**src/ddr3_ctrl_pkg.sv**
```systemverilog
// constants, register map, field layouts and helper functions for the ddr3 init and refresh block
// assumes a 100 MHz system clock and a command path that accepts one command per cycle
`default_nettype none
package ddr3_ctrl_pkg;
  localparam int CLK_PERIOD_NS = 10;
  // minimum times round up, the refresh interval is an average and rounds down
  localparam int TXPR_NS = 170;
  localparam int TMRD_NS = 10;
  localparam int TMOD_NS = 15;
  localparam int TRFC_NS = 160;
  localparam int TREFI_NS = 7800;
  localparam int TXPR_CYC = (TXPR_NS + CLK_PERIOD_NS - 1) / CLK_PERIOD_NS;
  localparam int TMRD_CYC = (TMRD_NS + CLK_PERIOD_NS - 1) / CLK_PERIOD_NS;
  localparam int TMOD_CYC = (TMOD_NS + CLK_PERIOD_NS - 1) / CLK_PERIOD_NS;
  localparam int TRFC_CYC = (TRFC_NS + CLK_PERIOD_NS - 1) / CLK_PERIOD_NS;
  localparam int TREFI_CYC = TREFI_NS / CLK_PERIOD_NS;

  localparam int AW = 8;
  localparam int DW = 32;
  localparam int CFG_W = 16;
  localparam int REF_W = 4;
  localparam logic [AW-1:0] OFS_CTRL = 8'h00;
  localparam logic [AW-1:0] OFS_MR0 = 8'h04;
  localparam logic [AW-1:0] OFS_MR1 = 8'h08;
  localparam logic [AW-1:0] OFS_MR2 = 8'h0c;
  localparam logic [AW-1:0] OFS_REF = 8'h10;
  localparam logic [AW-1:0] OFS_STAT = 8'h14;
  localparam logic [AW-1:0] OFS_MRS = 8'h18;

  localparam int CTRL_EXT_BIT = 0;
  localparam int CTRL_START_BIT = 1;
  localparam int STAT_DONE_BIT = 0;
  localparam int STAT_BUSY_BIT = 1;
  localparam int STAT_PEND_BIT = 2;
  localparam int MRS_PEND_BIT = 2;
  localparam int MR0_BL_LSB = 0;
  localparam int MR0_BT_BIT = 2;
  localparam int MR0_CL_LSB = 3;
  localparam int MR0_WR_LSB = 7;
  localparam int MR0_PD_BIT = 10;
  localparam int MR1_ODI_LSB = 0;
  localparam int MR1_RTT_LSB = 2;
  localparam int MR1_AL_LSB = 5;
  localparam int MR2_CWL_LSB = 0;
  localparam int MR2_RTTWR_LSB = 3;

  localparam logic [CFG_W-1:0] MR0_CFG_RST = 16'h0220;
  localparam logic [CFG_W-1:0] MR1_CFG_RST = 16'h0004;
  localparam logic [CFG_W-1:0] MR2_CFG_RST = 16'h0001;
  localparam logic [REF_W-1:0] REF_BURST_RST = 4'h1;

  localparam logic [1:0] CMD_NOP = 2'h0;
  localparam logic [1:0] CMD_MRS = 2'h1;
  localparam logic [1:0] CMD_REF = 2'h2;

  // a burst count of zero still refreshes once, so memory is never starved
  function automatic logic [REF_W-1:0] burst_eff(input logic [REF_W-1:0] n);
    burst_eff = (n == 4'h0) ? 4'h1 : n;
  endfunction : burst_eff

  // init order of the mode registers: 2, 3, 1, 0
  function automatic logic [1:0] seq_ba(input logic [1:0] idx);
    case (idx)
      2'h0: seq_ba = 2'h2;
      2'h1: seq_ba = 2'h3;
      2'h2: seq_ba = 2'h1;
      default: seq_ba = 2'h0;
    endcase
  endfunction : seq_ba

  function automatic logic [15:0] mr0_word(input logic [CFG_W-1:0] c, input logic dll_rst);
    logic [15:0] w;
    w = 16'h0000;
    w[1:0] = c[MR0_BL_LSB +: 2];
    w[3] = c[MR0_BT_BIT];
    w[2] = c[MR0_CL_LSB];
    w[6:4] = c[MR0_CL_LSB+1 +: 3];
    w[8] = dll_rst;
    w[11:9] = c[MR0_WR_LSB +: 3];
    w[12] = c[MR0_PD_BIT];
    return w;
  endfunction : mr0_word

  function automatic logic [15:0] mr1_word(input logic [CFG_W-1:0] c);
    logic [15:0] w;
    w = 16'h0000;
    w[1] = c[MR1_ODI_LSB];
    w[5] = c[MR1_ODI_LSB+1];
    w[2] = c[MR1_RTT_LSB];
    w[6] = c[MR1_RTT_LSB+1];
    w[9] = c[MR1_RTT_LSB+2];
    w[4:3] = c[MR1_AL_LSB +: 2];
    return w;
  endfunction : mr1_word

  function automatic logic [15:0] mr2_word(input logic [CFG_W-1:0] c);
    logic [15:0] w;
    w = 16'h0000;
    w[5:3] = c[MR2_CWL_LSB +: 3];
    w[10:9] = c[MR2_RTTWR_LSB +: 2];
    return w;
  endfunction : mr2_word

  function automatic logic [CFG_W-1:0] be_merge(input logic [CFG_W-1:0] old,
      input logic [DW-1:0] wd, input logic [3:0] be);
    be_merge = {be[1] ? wd[15:8] : old[15:8], be[0] ? wd[7:0] : old[7:0]};
  endfunction : be_merge
endpackage : ddr3_ctrl_pkg
`default_nettype wire

```
**src/ddr3_init_mode_and_refresh_ctrl.sv**
```systemverilog
// ddr3 mode register initialisation and auto refresh control, avalon-mm register slave
// assumes banks are idle when refresh or mode register commands are issued
//
// What this block does
// - refresh as a back-to-back burst of N
// - internal mode: self-timed bursts, interval from N
// - init writes burst length, cas latency, type
// - init writes write recovery into mr0
// - init writes precharge power-down dll control
// - init writes drive, rtt_nom, additive latency
// - init writes cas write latency, rtt_wr
// - values hold until a later mode write
//
// Our own choices: the register offsets and register access over Avalon-MM.
`timescale 1ns/100ps
`default_nettype none
module ddr3_init_mode_and_refresh_ctrl #(
  parameter int REFI_CYC = ddr3_ctrl_pkg::TREFI_CYC
) (
  input wire logic clk_i,
  input wire logic sys_rst_i,
  input wire logic [ddr3_ctrl_pkg::AW-1:0] avs_address_i,
  input wire logic avs_read_i,
  input wire logic avs_write_i,
  input wire logic [ddr3_ctrl_pkg::DW-1:0] avs_writedata_i,
  input wire logic [3:0] avs_byteenable_i,
  output logic [ddr3_ctrl_pkg::DW-1:0] avs_readdata_o,
  output logic avs_waitrequest_o,
  input wire logic ext_auto_ref_i,
  output logic cmd_valid_o,
  output logic [1:0] cmd_o,
  output logic [2:0] ba_o,
  output logic [15:0] addr_o,
  output logic init_done_o,
  output logic ref_busy_o
);
  import ddr3_ctrl_pkg::*;

  typedef enum {ST_IDLE, ST_WAIT, ST_MRS, ST_MRS_GAP, ST_READY, ST_REF, ST_REF_GAP} state_type;

  state_type state_reg, state_next;
  logic waitreq_reg, waitreq_next;
  logic [DW-1:0] rdata_reg, rdata_next;
  logic ext_mode_reg, ext_mode_next;
  logic [CFG_W-1:0] mr0_cfg_reg, mr0_cfg_next, mr1_cfg_reg, mr1_cfg_next;
  logic [CFG_W-1:0] mr2_cfg_reg, mr2_cfg_next;
  logic [REF_W-1:0] ref_burst_reg, ref_burst_next, ref_left_reg, ref_left_next;
  logic [1:0] reprog_sel_reg, reprog_sel_next, idx_reg, idx_next;
  logic reprog_pend_reg, reprog_pend_next, ref_pend_reg, ref_pend_next;
  logic init_done_reg, init_done_next, ref_busy_reg, ref_busy_next;
  logic cmd_valid_reg, cmd_valid_next;
  logic [1:0] cmd_reg, cmd_next;
  logic [2:0] ba_reg, ba_next;
  logic [15:0] addr_reg, addr_next, wait_reg, wait_next;
  logic bus_wr, start, reprog_set, reprog_clr, ref_set, ref_clr, tick;
  logic [1:0] sel;

  ref_interval_timer #(.REFI_CYC(REFI_CYC)) u_timer (
    .clk_i(clk_i),
    .sys_rst_i(sys_rst_i),
    .run_i(init_done_reg && !ext_mode_reg),
    .burst_i(ref_burst_reg),
    .tick_o(tick)
  );

  function automatic logic [15:0] mrs_word(input logic [1:0] ba, input logic dll_rst,
      input logic [CFG_W-1:0] c0, input logic [CFG_W-1:0] c1, input logic [CFG_W-1:0] c2);
    case (ba)
      2'h0: mrs_word = mr0_word(c0, dll_rst);
      2'h1: mrs_word = mr1_word(c1);
      2'h2: mrs_word = mr2_word(c2);
      default: mrs_word = 16'h0000;
    endcase
  endfunction : mrs_word

  // register slave: one wait state, write lands on the edge that sees waitrequest low
  always_comb begin
    waitreq_next = !((avs_read_i || avs_write_i) && waitreq_reg);
    bus_wr = avs_write_i && !waitreq_reg;
    rdata_next = rdata_reg;
    ext_mode_next = ext_mode_reg;
    mr0_cfg_next = mr0_cfg_reg;
    mr1_cfg_next = mr1_cfg_reg;
    mr2_cfg_next = mr2_cfg_reg;
    ref_burst_next = ref_burst_reg;
    reprog_sel_next = reprog_sel_reg;
    start = 1'b0;
    reprog_set = 1'b0;
    if (avs_read_i && waitreq_reg) begin
      rdata_next = 32'h0000_0000;
      if (avs_address_i == OFS_CTRL) begin
        rdata_next[CTRL_EXT_BIT] = ext_mode_reg;
        rdata_next[CTRL_START_BIT] = (state_reg != ST_IDLE) && !init_done_reg;
      end else if (avs_address_i == OFS_MR0) begin
        rdata_next[CFG_W-1:0] = mr0_cfg_reg;
      end else if (avs_address_i == OFS_MR1) begin
        rdata_next[CFG_W-1:0] = mr1_cfg_reg;
      end else if (avs_address_i == OFS_MR2) begin
        rdata_next[CFG_W-1:0] = mr2_cfg_reg;
      end else if (avs_address_i == OFS_REF) begin
        rdata_next[REF_W-1:0] = ref_burst_reg;
      end else if (avs_address_i == OFS_STAT) begin
        rdata_next[STAT_DONE_BIT] = init_done_reg;
        rdata_next[STAT_BUSY_BIT] = ref_busy_reg;
        rdata_next[STAT_PEND_BIT] = ref_pend_reg;
      end else if (avs_address_i == OFS_MRS) begin
        rdata_next[1:0] = reprog_sel_reg;
        rdata_next[MRS_PEND_BIT] = reprog_pend_reg;
      end
    end
    if (bus_wr) begin
      if (avs_address_i == OFS_CTRL) begin
        if (avs_byteenable_i[0]) begin
          ext_mode_next = avs_writedata_i[CTRL_EXT_BIT];
          start = avs_writedata_i[CTRL_START_BIT] && (state_reg == ST_IDLE);
        end
      end else if (avs_address_i == OFS_MR0) begin
        mr0_cfg_next = be_merge(mr0_cfg_reg, avs_writedata_i, avs_byteenable_i);
      end else if (avs_address_i == OFS_MR1) begin
        mr1_cfg_next = be_merge(mr1_cfg_reg, avs_writedata_i, avs_byteenable_i);
      end else if (avs_address_i == OFS_MR2) begin
        mr2_cfg_next = be_merge(mr2_cfg_reg, avs_writedata_i, avs_byteenable_i);
      end else if (avs_address_i == OFS_REF) begin
        if (avs_byteenable_i[0]) begin
          ref_burst_next = avs_writedata_i[REF_W-1:0];
        end
      end else if (avs_address_i == OFS_MRS) begin
        // before init the full sequence will load the config anyway
        if (avs_byteenable_i[0] && init_done_reg) begin
          reprog_set = 1'b1;
          reprog_sel_next = avs_writedata_i[1:0];
        end
      end
    end
  end

  always_ff @(posedge clk_i or posedge sys_rst_i) begin
    if (sys_rst_i) begin
      waitreq_reg <= 1'b1;
      rdata_reg <= 32'h0000_0000;
      ext_mode_reg <= 1'b0;
      mr0_cfg_reg <= MR0_CFG_RST;
      mr1_cfg_reg <= MR1_CFG_RST;
      mr2_cfg_reg <= MR2_CFG_RST;
      ref_burst_reg <= REF_BURST_RST;
      reprog_sel_reg <= 2'h0;
    end else begin
      waitreq_reg <= waitreq_next;
      rdata_reg <= rdata_next;
      ext_mode_reg <= ext_mode_next;
      mr0_cfg_reg <= mr0_cfg_next;
      mr1_cfg_reg <= mr1_cfg_next;
      mr2_cfg_reg <= mr2_cfg_next;
      ref_burst_reg <= ref_burst_next;
      reprog_sel_reg <= reprog_sel_next;
    end
  end

  // sequencer for init, refresh bursts and later mode writes
  always_comb begin
    state_next = state_reg;
    wait_next = wait_reg;
    idx_next = idx_reg;
    ref_left_next = ref_left_reg;
    init_done_next = init_done_reg;
    cmd_valid_next = 1'b0;
    cmd_next = CMD_NOP;
    ba_next = ba_reg;
    addr_next = addr_reg;
    ref_clr = 1'b0;
    reprog_clr = 1'b0;
    sel = init_done_reg ? reprog_sel_reg : seq_ba(idx_reg);
    ref_set = init_done_reg && (ext_mode_reg ? ext_auto_ref_i : tick);
    case (state_reg)
      ST_IDLE: begin
        if (start) begin
          wait_next = 16'(TXPR_CYC - 1);
          state_next = ST_WAIT;
        end
      end
      ST_WAIT: begin
        if (wait_reg != 16'h0000) begin
          wait_next = wait_reg - 16'h0001;
        end else begin
          idx_next = 2'h0;
          state_next = ST_MRS;
        end
      end
      ST_MRS: begin
        cmd_valid_next = 1'b1;
        cmd_next = CMD_MRS;
        ba_next = {1'b0, sel};
        addr_next = mrs_word(sel, !init_done_reg, mr0_cfg_reg, mr1_cfg_reg, mr2_cfg_reg);
        wait_next = (init_done_reg || idx_reg == 2'h3) ? 16'(TMOD_CYC - 1) : 16'(TMRD_CYC - 1);
        state_next = ST_MRS_GAP;
      end
      ST_MRS_GAP: begin
        if (wait_reg != 16'h0000) begin
          wait_next = wait_reg - 16'h0001;
        end else if (init_done_reg || idx_reg == 2'h3) begin
          init_done_next = 1'b1;
          state_next = ST_READY;
        end else begin
          idx_next = idx_reg + 2'h1;
          state_next = ST_MRS;
        end
      end
      ST_READY: begin
        // refresh wins over a pending mode write so memory is never starved
        if (ref_pend_reg) begin
          ref_clr = 1'b1;
          ref_left_next = burst_eff(ref_burst_reg);
          state_next = ST_REF;
        end else if (reprog_pend_reg) begin
          reprog_clr = 1'b1;
          state_next = ST_MRS;
        end
      end
      ST_REF: begin
        cmd_valid_next = 1'b1;
        cmd_next = CMD_REF;
        ba_next = 3'h0;
        addr_next = 16'h0000;
        ref_left_next = ref_left_reg - 4'h1;
        wait_next = 16'(TRFC_CYC - 1);
        state_next = ST_REF_GAP;
      end
      default: begin
        if (wait_reg != 16'h0000) begin
          wait_next = wait_reg - 16'h0001;
        end else if (ref_left_reg != 4'h0) begin
          state_next = ST_REF;
        end else begin
          state_next = ST_READY;
        end
      end
    endcase
    // set wins over clear for both pending flags
    ref_pend_next = (ref_pend_reg && !ref_clr) || ref_set;
    reprog_pend_next = (reprog_pend_reg && !reprog_clr) || reprog_set;
    ref_busy_next = (state_next == ST_REF) || (state_next == ST_REF_GAP);
  end

  always_ff @(posedge clk_i or posedge sys_rst_i) begin
    if (sys_rst_i) begin
      state_reg <= ST_IDLE;
      wait_reg <= 16'h0000;
      idx_reg <= 2'h0;
      ref_left_reg <= 4'h0;
      init_done_reg <= 1'b0;
      cmd_valid_reg <= 1'b0;
      cmd_reg <= CMD_NOP;
      ba_reg <= 3'h0;
      addr_reg <= 16'h0000;
      ref_pend_reg <= 1'b0;
      reprog_pend_reg <= 1'b0;
      ref_busy_reg <= 1'b0;
    end else begin
      state_reg <= state_next;
      wait_reg <= wait_next;
      idx_reg <= idx_next;
      ref_left_reg <= ref_left_next;
      init_done_reg <= init_done_next;
      cmd_valid_reg <= cmd_valid_next;
      cmd_reg <= cmd_next;
      ba_reg <= ba_next;
      addr_reg <= addr_next;
      ref_pend_reg <= ref_pend_next;
      reprog_pend_reg <= reprog_pend_next;
      ref_busy_reg <= ref_busy_next;
    end
  end

  assign avs_readdata_o = rdata_reg;
  assign avs_waitrequest_o = waitreq_reg;
  assign cmd_valid_o = cmd_valid_reg;
  assign cmd_o = cmd_reg;
  assign ba_o = ba_reg;
  assign addr_o = addr_reg;
  assign init_done_o = init_done_reg;
  assign ref_busy_o = ref_busy_reg;

  // checking helpers: spacing, burst length, init order
  logic [15:0] gap_cnt;
  logic [1:0] last_cmd, mrs_cnt;
  logic [REF_W-1:0] ref_goal, ref_done;
  always_ff @(posedge clk_i or posedge sys_rst_i) begin
    if (sys_rst_i) begin
      gap_cnt <= 16'hffff;
      last_cmd <= CMD_NOP;
      mrs_cnt <= 2'h0;
      ref_goal <= 4'h0;
      ref_done <= 4'h0;
    end else begin
      gap_cnt <= cmd_valid_reg ? 16'h0001 : ((gap_cnt == 16'hffff) ? gap_cnt : gap_cnt + 16'h0001);
      if (cmd_valid_reg) last_cmd <= cmd_reg;
      if (cmd_valid_reg && cmd_reg == CMD_MRS && !init_done_reg) mrs_cnt <= mrs_cnt + 2'h1;
      if (state_reg == ST_READY && state_next == ST_REF) begin
        ref_goal <= ref_left_next;
        ref_done <= 4'h0;
      end else if (cmd_valid_reg && cmd_reg == CMD_REF) begin
        ref_done <= ref_done + 4'h1;
      end
    end
  end

  property p_ref_burst;
    @(posedge clk_i) disable iff (sys_rst_i) $fell(ref_busy_reg) |-> ref_done == ref_goal;
  endproperty
  a_ref_burst: assert property (p_ref_burst) else $error("refresh burst count wrong");
  property p_ref_gap;
    @(posedge clk_i) disable iff (sys_rst_i)
      cmd_valid_reg && last_cmd == CMD_REF |-> gap_cnt >= 16'(TRFC_CYC);
  endproperty
  a_ref_gap: assert property (p_ref_gap) else $error("command too soon after refresh");
  property p_int_ref;
    @(posedge clk_i) disable iff (sys_rst_i) tick && !ext_mode_reg |=> ref_pend_reg;
  endproperty
  a_int_ref: assert property (p_int_ref) else $error("internal tick lost");
  property p_ext_quiet;
    @(posedge clk_i) disable iff (sys_rst_i)
      ext_mode_reg && !ext_auto_ref_i && !ref_pend_reg ##1 ext_mode_reg |-> !ref_pend_reg;
  endproperty
  a_ext_quiet: assert property (p_ext_quiet) else $error("refresh without request");
  property p_mr0_basic;
    @(posedge clk_i) disable iff (sys_rst_i) cmd_valid_reg && cmd_reg == CMD_MRS && ba_reg == 3'h0
      |-> addr_reg[1:0] == $past(mr0_cfg_reg[MR0_BL_LSB +: 2])
      && addr_reg[3] == $past(mr0_cfg_reg[MR0_BT_BIT])
      && {addr_reg[6:4], addr_reg[2]} == $past(mr0_cfg_reg[MR0_CL_LSB +: 4]);
  endproperty
  a_mr0_basic: assert property (p_mr0_basic) else $error("mr0 bl/cl/bt wrong");
  property p_mr0_wr;
    @(posedge clk_i) disable iff (sys_rst_i) cmd_valid_reg && cmd_reg == CMD_MRS && ba_reg == 3'h0
      |-> addr_reg[11:9] == $past(mr0_cfg_reg[MR0_WR_LSB +: 3]);
  endproperty
  a_mr0_wr: assert property (p_mr0_wr) else $error("mr0 write recovery wrong");
  property p_mr0_pd;
    @(posedge clk_i) disable iff (sys_rst_i) cmd_valid_reg && cmd_reg == CMD_MRS && ba_reg == 3'h0
      |-> addr_reg[12] == $past(mr0_cfg_reg[MR0_PD_BIT]) && addr_reg[8] == !init_done_reg;
  endproperty
  a_mr0_pd: assert property (p_mr0_pd) else $error("mr0 dll control wrong");
  property p_mr1;
    @(posedge clk_i) disable iff (sys_rst_i) cmd_valid_reg && cmd_reg == CMD_MRS && ba_reg == 3'h1
      |-> addr_reg == mr1_word($past(mr1_cfg_reg));
  endproperty
  a_mr1: assert property (p_mr1) else $error("mr1 value wrong");
  property p_mr2;
    @(posedge clk_i) disable iff (sys_rst_i) cmd_valid_reg && cmd_reg == CMD_MRS && ba_reg == 3'h2
      |-> addr_reg == mr2_word($past(mr2_cfg_reg));
  endproperty
  a_mr2: assert property (p_mr2) else $error("mr2 value wrong");
  property p_hold;
    @(posedge clk_i) disable iff (sys_rst_i)
      // the pending flag drops as ready is left, one cycle before the command shows
      cmd_valid_reg && cmd_reg == CMD_MRS && init_done_reg |-> $past(reprog_pend_reg, 2);
  endproperty
  a_hold: assert property (p_hold) else $error("unrequested mode write");
  property p_order;
    @(posedge clk_i) disable iff (sys_rst_i) cmd_valid_reg && cmd_reg == CMD_MRS && !init_done_reg
      |-> ba_reg == {1'b0, seq_ba(mrs_cnt)} && gap_cnt >= 16'(TMRD_CYC);
  endproperty
  a_order: assert property (p_order) else $error("init mrs order or gap wrong");
endmodule : ddr3_init_mode_and_refresh_ctrl
`default_nettype wire

```
**src/ref_interval_timer.sv**
```systemverilog
// refresh interval timer: one tick per burst interval
// assumes the burst count is stable while running; a change alters the running interval at once
`timescale 1ns/100ps
`default_nettype none
module ref_interval_timer #(
  parameter int REFI_CYC = ddr3_ctrl_pkg::TREFI_CYC
) (
  input wire logic clk_i,
  input wire logic sys_rst_i,
  input wire logic run_i,
  input wire logic [ddr3_ctrl_pkg::REF_W-1:0] burst_i,
  output logic tick_o
);
  import ddr3_ctrl_pkg::*;

  logic [15:0] cnt_reg;
  logic [15:0] cnt_next;
  logic [15:0] period;
  logic tick_reg;
  logic tick_next;

  always_comb begin
    period = 16'(32'(burst_eff(burst_i)) * REFI_CYC);
    cnt_next = cnt_reg;
    tick_next = 1'b0;
    if (!run_i) begin
      cnt_next = 16'h0000;
    end else if (cnt_reg >= period - 16'h0001) begin
      cnt_next = 16'h0000;
      tick_next = 1'b1;
    end else begin
      cnt_next = cnt_reg + 16'h0001;
    end
  end

  always_ff @(posedge clk_i or posedge sys_rst_i) begin
    if (sys_rst_i) begin
      cnt_reg <= 16'h0000;
      tick_reg <= 1'b0;
    end else begin
      cnt_reg <= cnt_next;
      tick_reg <= tick_next;
    end
  end

  assign tick_o = tick_reg;
endmodule : ref_interval_timer
`default_nettype wire
```
**config.mk**
```make
export PLATFORM = sky130hd
export DESIGN_NAME = ddr3_init_mode_and_refresh_ctrl
export DESIGN_NICKNAME = d
export VERILOG_FILES = /design/src/ddr3_ctrl_pkg.sv /design/src/ddr3_init_mode_and_refresh_ctrl.sv /design/src/ref_interval_timer.sv
export SDC_FILE = /design/constraint.sdc
export NUM_CORES = 1
export LEC_CHECK = 0
export BUFFER_PORTS_ARGS = -buffer_cell sky130_fd_sc_hd__buf_2
export CAP_MARGIN = 20
export CORE_ASPECT_RATIO = 0.5
export CORE_MARGIN = 4
export CORE_UTILIZATION = 45
export CTS_CLUSTER_DIAMETER = 50
export DETAILED_ROUTE_END_ITERATION = 8
export PLACE_DENSITY = 0.63
export SLEW_MARGIN = 10
export SYNTH_ARGS = -nofsm -noshare
export SYNTH_HDL_FRONTEND = slang
export SYNTH_SLANG_ARGS = --single-unit
```
**constraint.sdc**
```tcl
create_clock -name clk_i -period 13.78 [get_ports clk_i]
set_input_delay 1.378 -clock clk_i [delete_from_list [all_inputs] [get_ports clk_i]]
set_output_delay 1.378 -clock clk_i [all_outputs]
set_load 0.02 [all_outputs]
```
==> impl_metrics.env <==
export IMPL_starting_utilization_of_the_core_area_pct=45.84
export IMPL_finalSetupViolations=0
export IMPL_met3_usage_pct=3.411
export IMPL_worst_hold_path_num_cells=1
export IMPL_required_worst_endpoint_ns=14.10
export IMPL_synthXorXnorAreaFrac_pct=2.695
export IMPL_number_of_global_route_vias_before_repair=6114
export IMPL_fin_util_pct=51.36
export IMPL_final_hold_worst_slack_ns=0.4539
export IMPL_clock_tree_buffer_depth=2
export IMPL_pwr_share_comb_pct=23.8
export IMPL_skew_ns=0.01074
export IMPL_worst_setup_path_end_kind="flop"
export IMPL_fmaxAchievable_mhz=240.9
export IMPL_grt_usage_pct=18.27
export IMPL_ys_top_cells_by_area="sky130_fd_sc_hd__dfrtp_1 47%, sky130_fd_sc_hd__mux2_2 9.2%, sky130_fd_sc_hd__ha_1 4.7%"
export IMPL_synth_edff_count=0
export IMPL_drc_errors=0
export IMPL_fraction_of_synthesis_flops_using_an_asynchronous_set_or_reset_pin_pct=100.0
export IMPL_numCtsBuffers=17
export IMPL_synth_top_area_share_pct=46.79
export IMPL_maxSlewHeadroom_pct=41.39
export IMPL_number_of_instances_in_the_synthesized_netlist=816
export IMPL_grt_busiest_layer="met2"
export IMPL_final_cell_area_sq_um=9469
export IMPL_cellInternalPower_mw=0.8933
export IMPL_crit_slowest_cell="sky130_fd_sc_hd__o211ai_1"
export IMPL_clk_pin_slew_ns=0.07
export IMPL_yosys_register_bits=164
export IMPL_share_clk_of_total_power_pct=32.6
export IMPL_portBuffers=66
export IMPL_outcome="complete, no violations"
export IMPL_synth_yosys_warnings=0
export IMPL_synth_top_family_by_area="simple AND/OR/NAND/NOR gates"
export IMPL_min_to="u_timer.cnt_reg[0]"
export IMPL_post_cts_resize_count=0
export IMPL_grt_antenna_before_repair=0
export IMPL_die_area_sq_um=21170
export IMPL_number_of_cell_rows=35
export IMPL_rr_endpoint="u_timer.cnt_reg[11]"
export IMPL_r2r_cells=16
export IMPL_worstPathArrival_ns=4.47
export IMPL_via_per_inst=5.415
export IMPL_synthFlopType="sky130_fd_sc_hd__dfrtp_1"
export IMPL_area_growth_synth_to_final_pct=12.05
export IMPL_gp_congestion=0.8189
export IMPL_dr_pass1_iterations=5
export IMPL_wl_per_cell_um=16.46
export IMPL_synth_area_sq_um=8451
export IMPL_worstHoldStart="u_timer.cnt_reg[0]"
export IMPL_placed_cells_incl_taps=1109
export IMPL_drive_gt1_share_pct=21.97
export IMPL_vdd_ir_drop_worst_mv=0.09303
export IMPL_post_cts_setup_buffers=0
export IMPL_gr_usage_met2_pct=28.31
export IMPL_power_share_sequential_pct=43.6
export IMPL_largest_register_ffs=32
export IMPL_clock_sinks=164
export IMPL_max_slew_violation_count=0
export IMPL_timing_critical_path_from_type="flop"
export IMPL_die_width_um=201.8
export IMPL_htreeDepth=4
export IMPL_crit_top_cell="sky130_fd_sc_hd__ha_1"
export IMPL_placement_setup_slack_ns=9.635
export IMPL_finalHoldViolations=0
export IMPL_timing_critical_path_max_delay_family="adder cells"
export IMPL_min_path_type="flop to flop"
export IMPL_worst_pin_slew_ns=0.8791
export IMPL_synthSimpleGateAreaFrac_pct=16.86
export IMPL_tritoncts="yes"
export IMPL_dp_final_hpwl_um=12990
export IMPL_r2r_slack_ns=9.63
export IMPL_critical_path_cell_chain="inv_1 > ha_1 > ha_1 > ha_1 > xor2_1 > nor3_1 > nand3_1 > nor2_1 > nand3_1 > ha_1 > nand4_1 > nor2_1 > o21ai_0 > o211ai_1 > buf_4 > nor2_1"
export IMPL_peak_fanout_along_the_critical_path=9
export IMPL_post_layout_total_power_mw=1.346
export IMPL_n_antenna_cell=0
export IMPL_compound_gate_fraction_of_synth_area_pct=12.08
export IMPL_global_route_wire_length_before_repair_um=31480
export IMPL_final_setup_tns_ns=0
export IMPL_cts_hold_buf=0
export IMPL_fin_crit_ns=4.151
export IMPL_setup_repair_after_global_routing_missed_its_margin="no"
export IMPL_clock_root_buffer="sky130_fd_sc_hd__clkbuf_16"
export IMPL_reg2reg_from="ref_burst_reg[2]"
export IMPL_timing_setup_critical_path_class="flop to flop"
export IMPL_grt_met1_usage_pct=26.02
export IMPL_yosysSeqAreaShare_pct=48.65
export IMPL_grt_max_degree=97
export IMPL_synth_area_mux_share_pct=10.29
export IMPL_vias=6184
export IMPL_placedInstanceArea_sq_um=8921
export IMPL_cp_buffers_inverters=2
export IMPL_net_switching_power_mw=0.4522
export IMPL_globalRoute_totalOverflow=0
export IMPL_synthesis_area_per_instance_sq_um=10.36
export IMPL_fin_ws_ns=9.629
export IMPL_fin_crit_sh_pct=30.13
export IMPL_insertion_delay_ns=0.43
export IMPL_finalNonFillerCells=1142
export IMPL_die_height_um=104.9
export IMPL_synthAdderAreaFrac_pct=4.738
export IMPL_cp_slowest_stage_delay_ns=0.54
export IMPL_nFillCells=1662
export IMPL_core_area_sq_um=18440
export IMPL_synth_top_area_cell="sky130_fd_sc_hd__dfrtp_1"
export IMPL_post_detailed_route_count_of_antenna_violating_nets=0
export IMPL_synth_cell_types=63
export IMPL_switching_share_pct=33.61
export IMPL_drt_initial_drc_count=343
export IMPL_design_final_nets=951
export IMPL_leakagePower_nw=4.574
export IMPL_power_per_standard_cell_area_nw_per_um2=142.1
export IMPL_top_level_ports=106
export IMPL_finalWirelength_um=18790
export IMPL_drv_max_cap_violation_count=0
[metal layers]
layer / part of all wire, % / wire length (um)
met4: 1.7 / 328
met1: 49 / 9284
met3: 3.3 / 625
met5: 0 / 0
met2: 46 / 8556
[synth_stat cells, drive strengths merged (9+ instances only)]
cell,n
nor4,18
xnor2,14
inv,19
nand4,11
a21oi,38
nand3,25
xor2,12
a22oi,13
nor3,13
and2,32
dfrtp,158
o21ai,59
nand2,65
or4,10
o31ai,9
nor2,49
ha,32
or3,15
mux2,69
buf,27
clkbuf,31
[logic make-up after synthesis]
kind of cell             after synthesis
flip-flops                           164
buffers and inverters                 80
adder cells (fa/ha/maj)               32
AND/OR/NAND/NOR                      271
XOR/XNOR                              26
other                                  1
AO/OA/AOI/OAI                        165
multiplexers                          77
[worst reg2reg max path, stage by stage, from the launching register on]
cell and delay (ns):
sky130_fd_sc_hd__dfrtp_1 0.42, sky130_fd_sc_hd__inv_1 0.12, sky130_fd_sc_hd__ha_1 0.31, sky130_fd_sc_hd__ha_1 0.35, sky130_fd_sc_hd__ha_1 0.24, sky130_fd_sc_hd__xor2_1 0.17
sky130_fd_sc_hd__nor3_1 0.27, sky130_fd_sc_hd__nand3_1 0.19, sky130_fd_sc_hd__nor2_1 0.23, sky130_fd_sc_hd__nand3_1 0.14, sky130_fd_sc_hd__ha_1 0.34, sky130_fd_sc_hd__nand4_1 0.13
sky130_fd_sc_hd__nor2_1 0.13, sky130_fd_sc_hd__o21ai_0 0.10, sky130_fd_sc_hd__o211ai_1 0.54, sky130_fd_sc_hd__buf_4 0.28, sky130_fd_sc_hd__nor2_1 0.06
[how the worst max path moves through the flow]
stage,from,to,cells past startpoint
CTS,ref_burst_reg[2],u_timer.cnt_reg[11],16
finish,ref_burst_reg[2],u_timer.cnt_reg[11],16
detailed placement,ref_burst_reg[2],u_timer.cnt_reg[11],16
floorplan,sys_rst_i,addr_o[0],1
global route,ref_burst_reg[2],u_timer.cnt_reg[11],16
global placement,ref_burst_reg[2],u_timer.cnt_reg[8],15
[power groups by stage]
stage	registers, mW	logic [mW]	clock network, mW
after floorplan	0.580	0.254	0
after global placement	0.592	0.313	0
after detailed placement	0.594	0.320	0
after CTS	0.586	0.322	0.450
after global routing	0.595	0.367	0.473
final	0.587	0.321	0.438
[cell usage in the layout (no fill, tap or decap), types with 4 or more instances in the layout]
cell / n
sky130_fd_sc_hd__dfrtp_1: 158
sky130_fd_sc_hd__mux2_2: 69
sky130_fd_sc_hd__buf_2: 66
sky130_fd_sc_hd__nand2_1: 65
sky130_fd_sc_hd__o21ai_0: 59
sky130_fd_sc_hd__nor2_1: 49
sky130_fd_sc_hd__a21oi_1: 38
sky130_fd_sc_hd__and2_1: 32
sky130_fd_sc_hd__ha_1: 32
sky130_fd_sc_hd__nand3_1: 25
sky130_fd_sc_hd__conb_1: 21
sky130_fd_sc_hd__inv_1: 18
sky130_fd_sc_hd__nor4_1: 18
sky130_fd_sc_hd__clkbuf_16: 17
sky130_fd_sc_hd__xnor2_1: 14
sky130_fd_sc_hd__nor3_1: 13
sky130_fd_sc_hd__a22oi_1: 13
sky130_fd_sc_hd__xor2_1: 12
sky130_fd_sc_hd__nand4_1: 11
sky130_fd_sc_hd__or3_1: 11
sky130_fd_sc_hd__o31ai_1: 9
sky130_fd_sc_hd__and3_1: 8
sky130_fd_sc_hd__a21o_1: 8
sky130_fd_sc_hd__mux2i_1: 7
sky130_fd_sc_hd__or4_1: 7
sky130_fd_sc_hd__dfstp_2: 6
sky130_fd_sc_hd__buf_4: 6
sky130_fd_sc_hd__and4_1: 5
sky130_fd_sc_hd__nand2b_1: 5
sky130_fd_sc_hd__o22ai_1: 5
sky130_fd_sc_hd__o21a_1: 5
sky130_fd_sc_hd__clkinvlp_4: 5
sky130_fd_sc_hd__o31a_1: 4
sky130_fd_sc_hd__a22o_1: 4
sky130_fd_sc_hd__inv_6: 4
[cell type report]
cell class	count	area (sq um)	share of cell area (%)
sequential	164	4111	43.42
clock inverter	13	100.1	1.057
tap	259	324.1	3.422
clock buffer	19	442.9	4.678
multi-input combinational	592	4023	42.48
timing repair buffer	73	380.4	4.017
inverter	22	87.58	0.9249
Power figures use the tool's default switching activity.
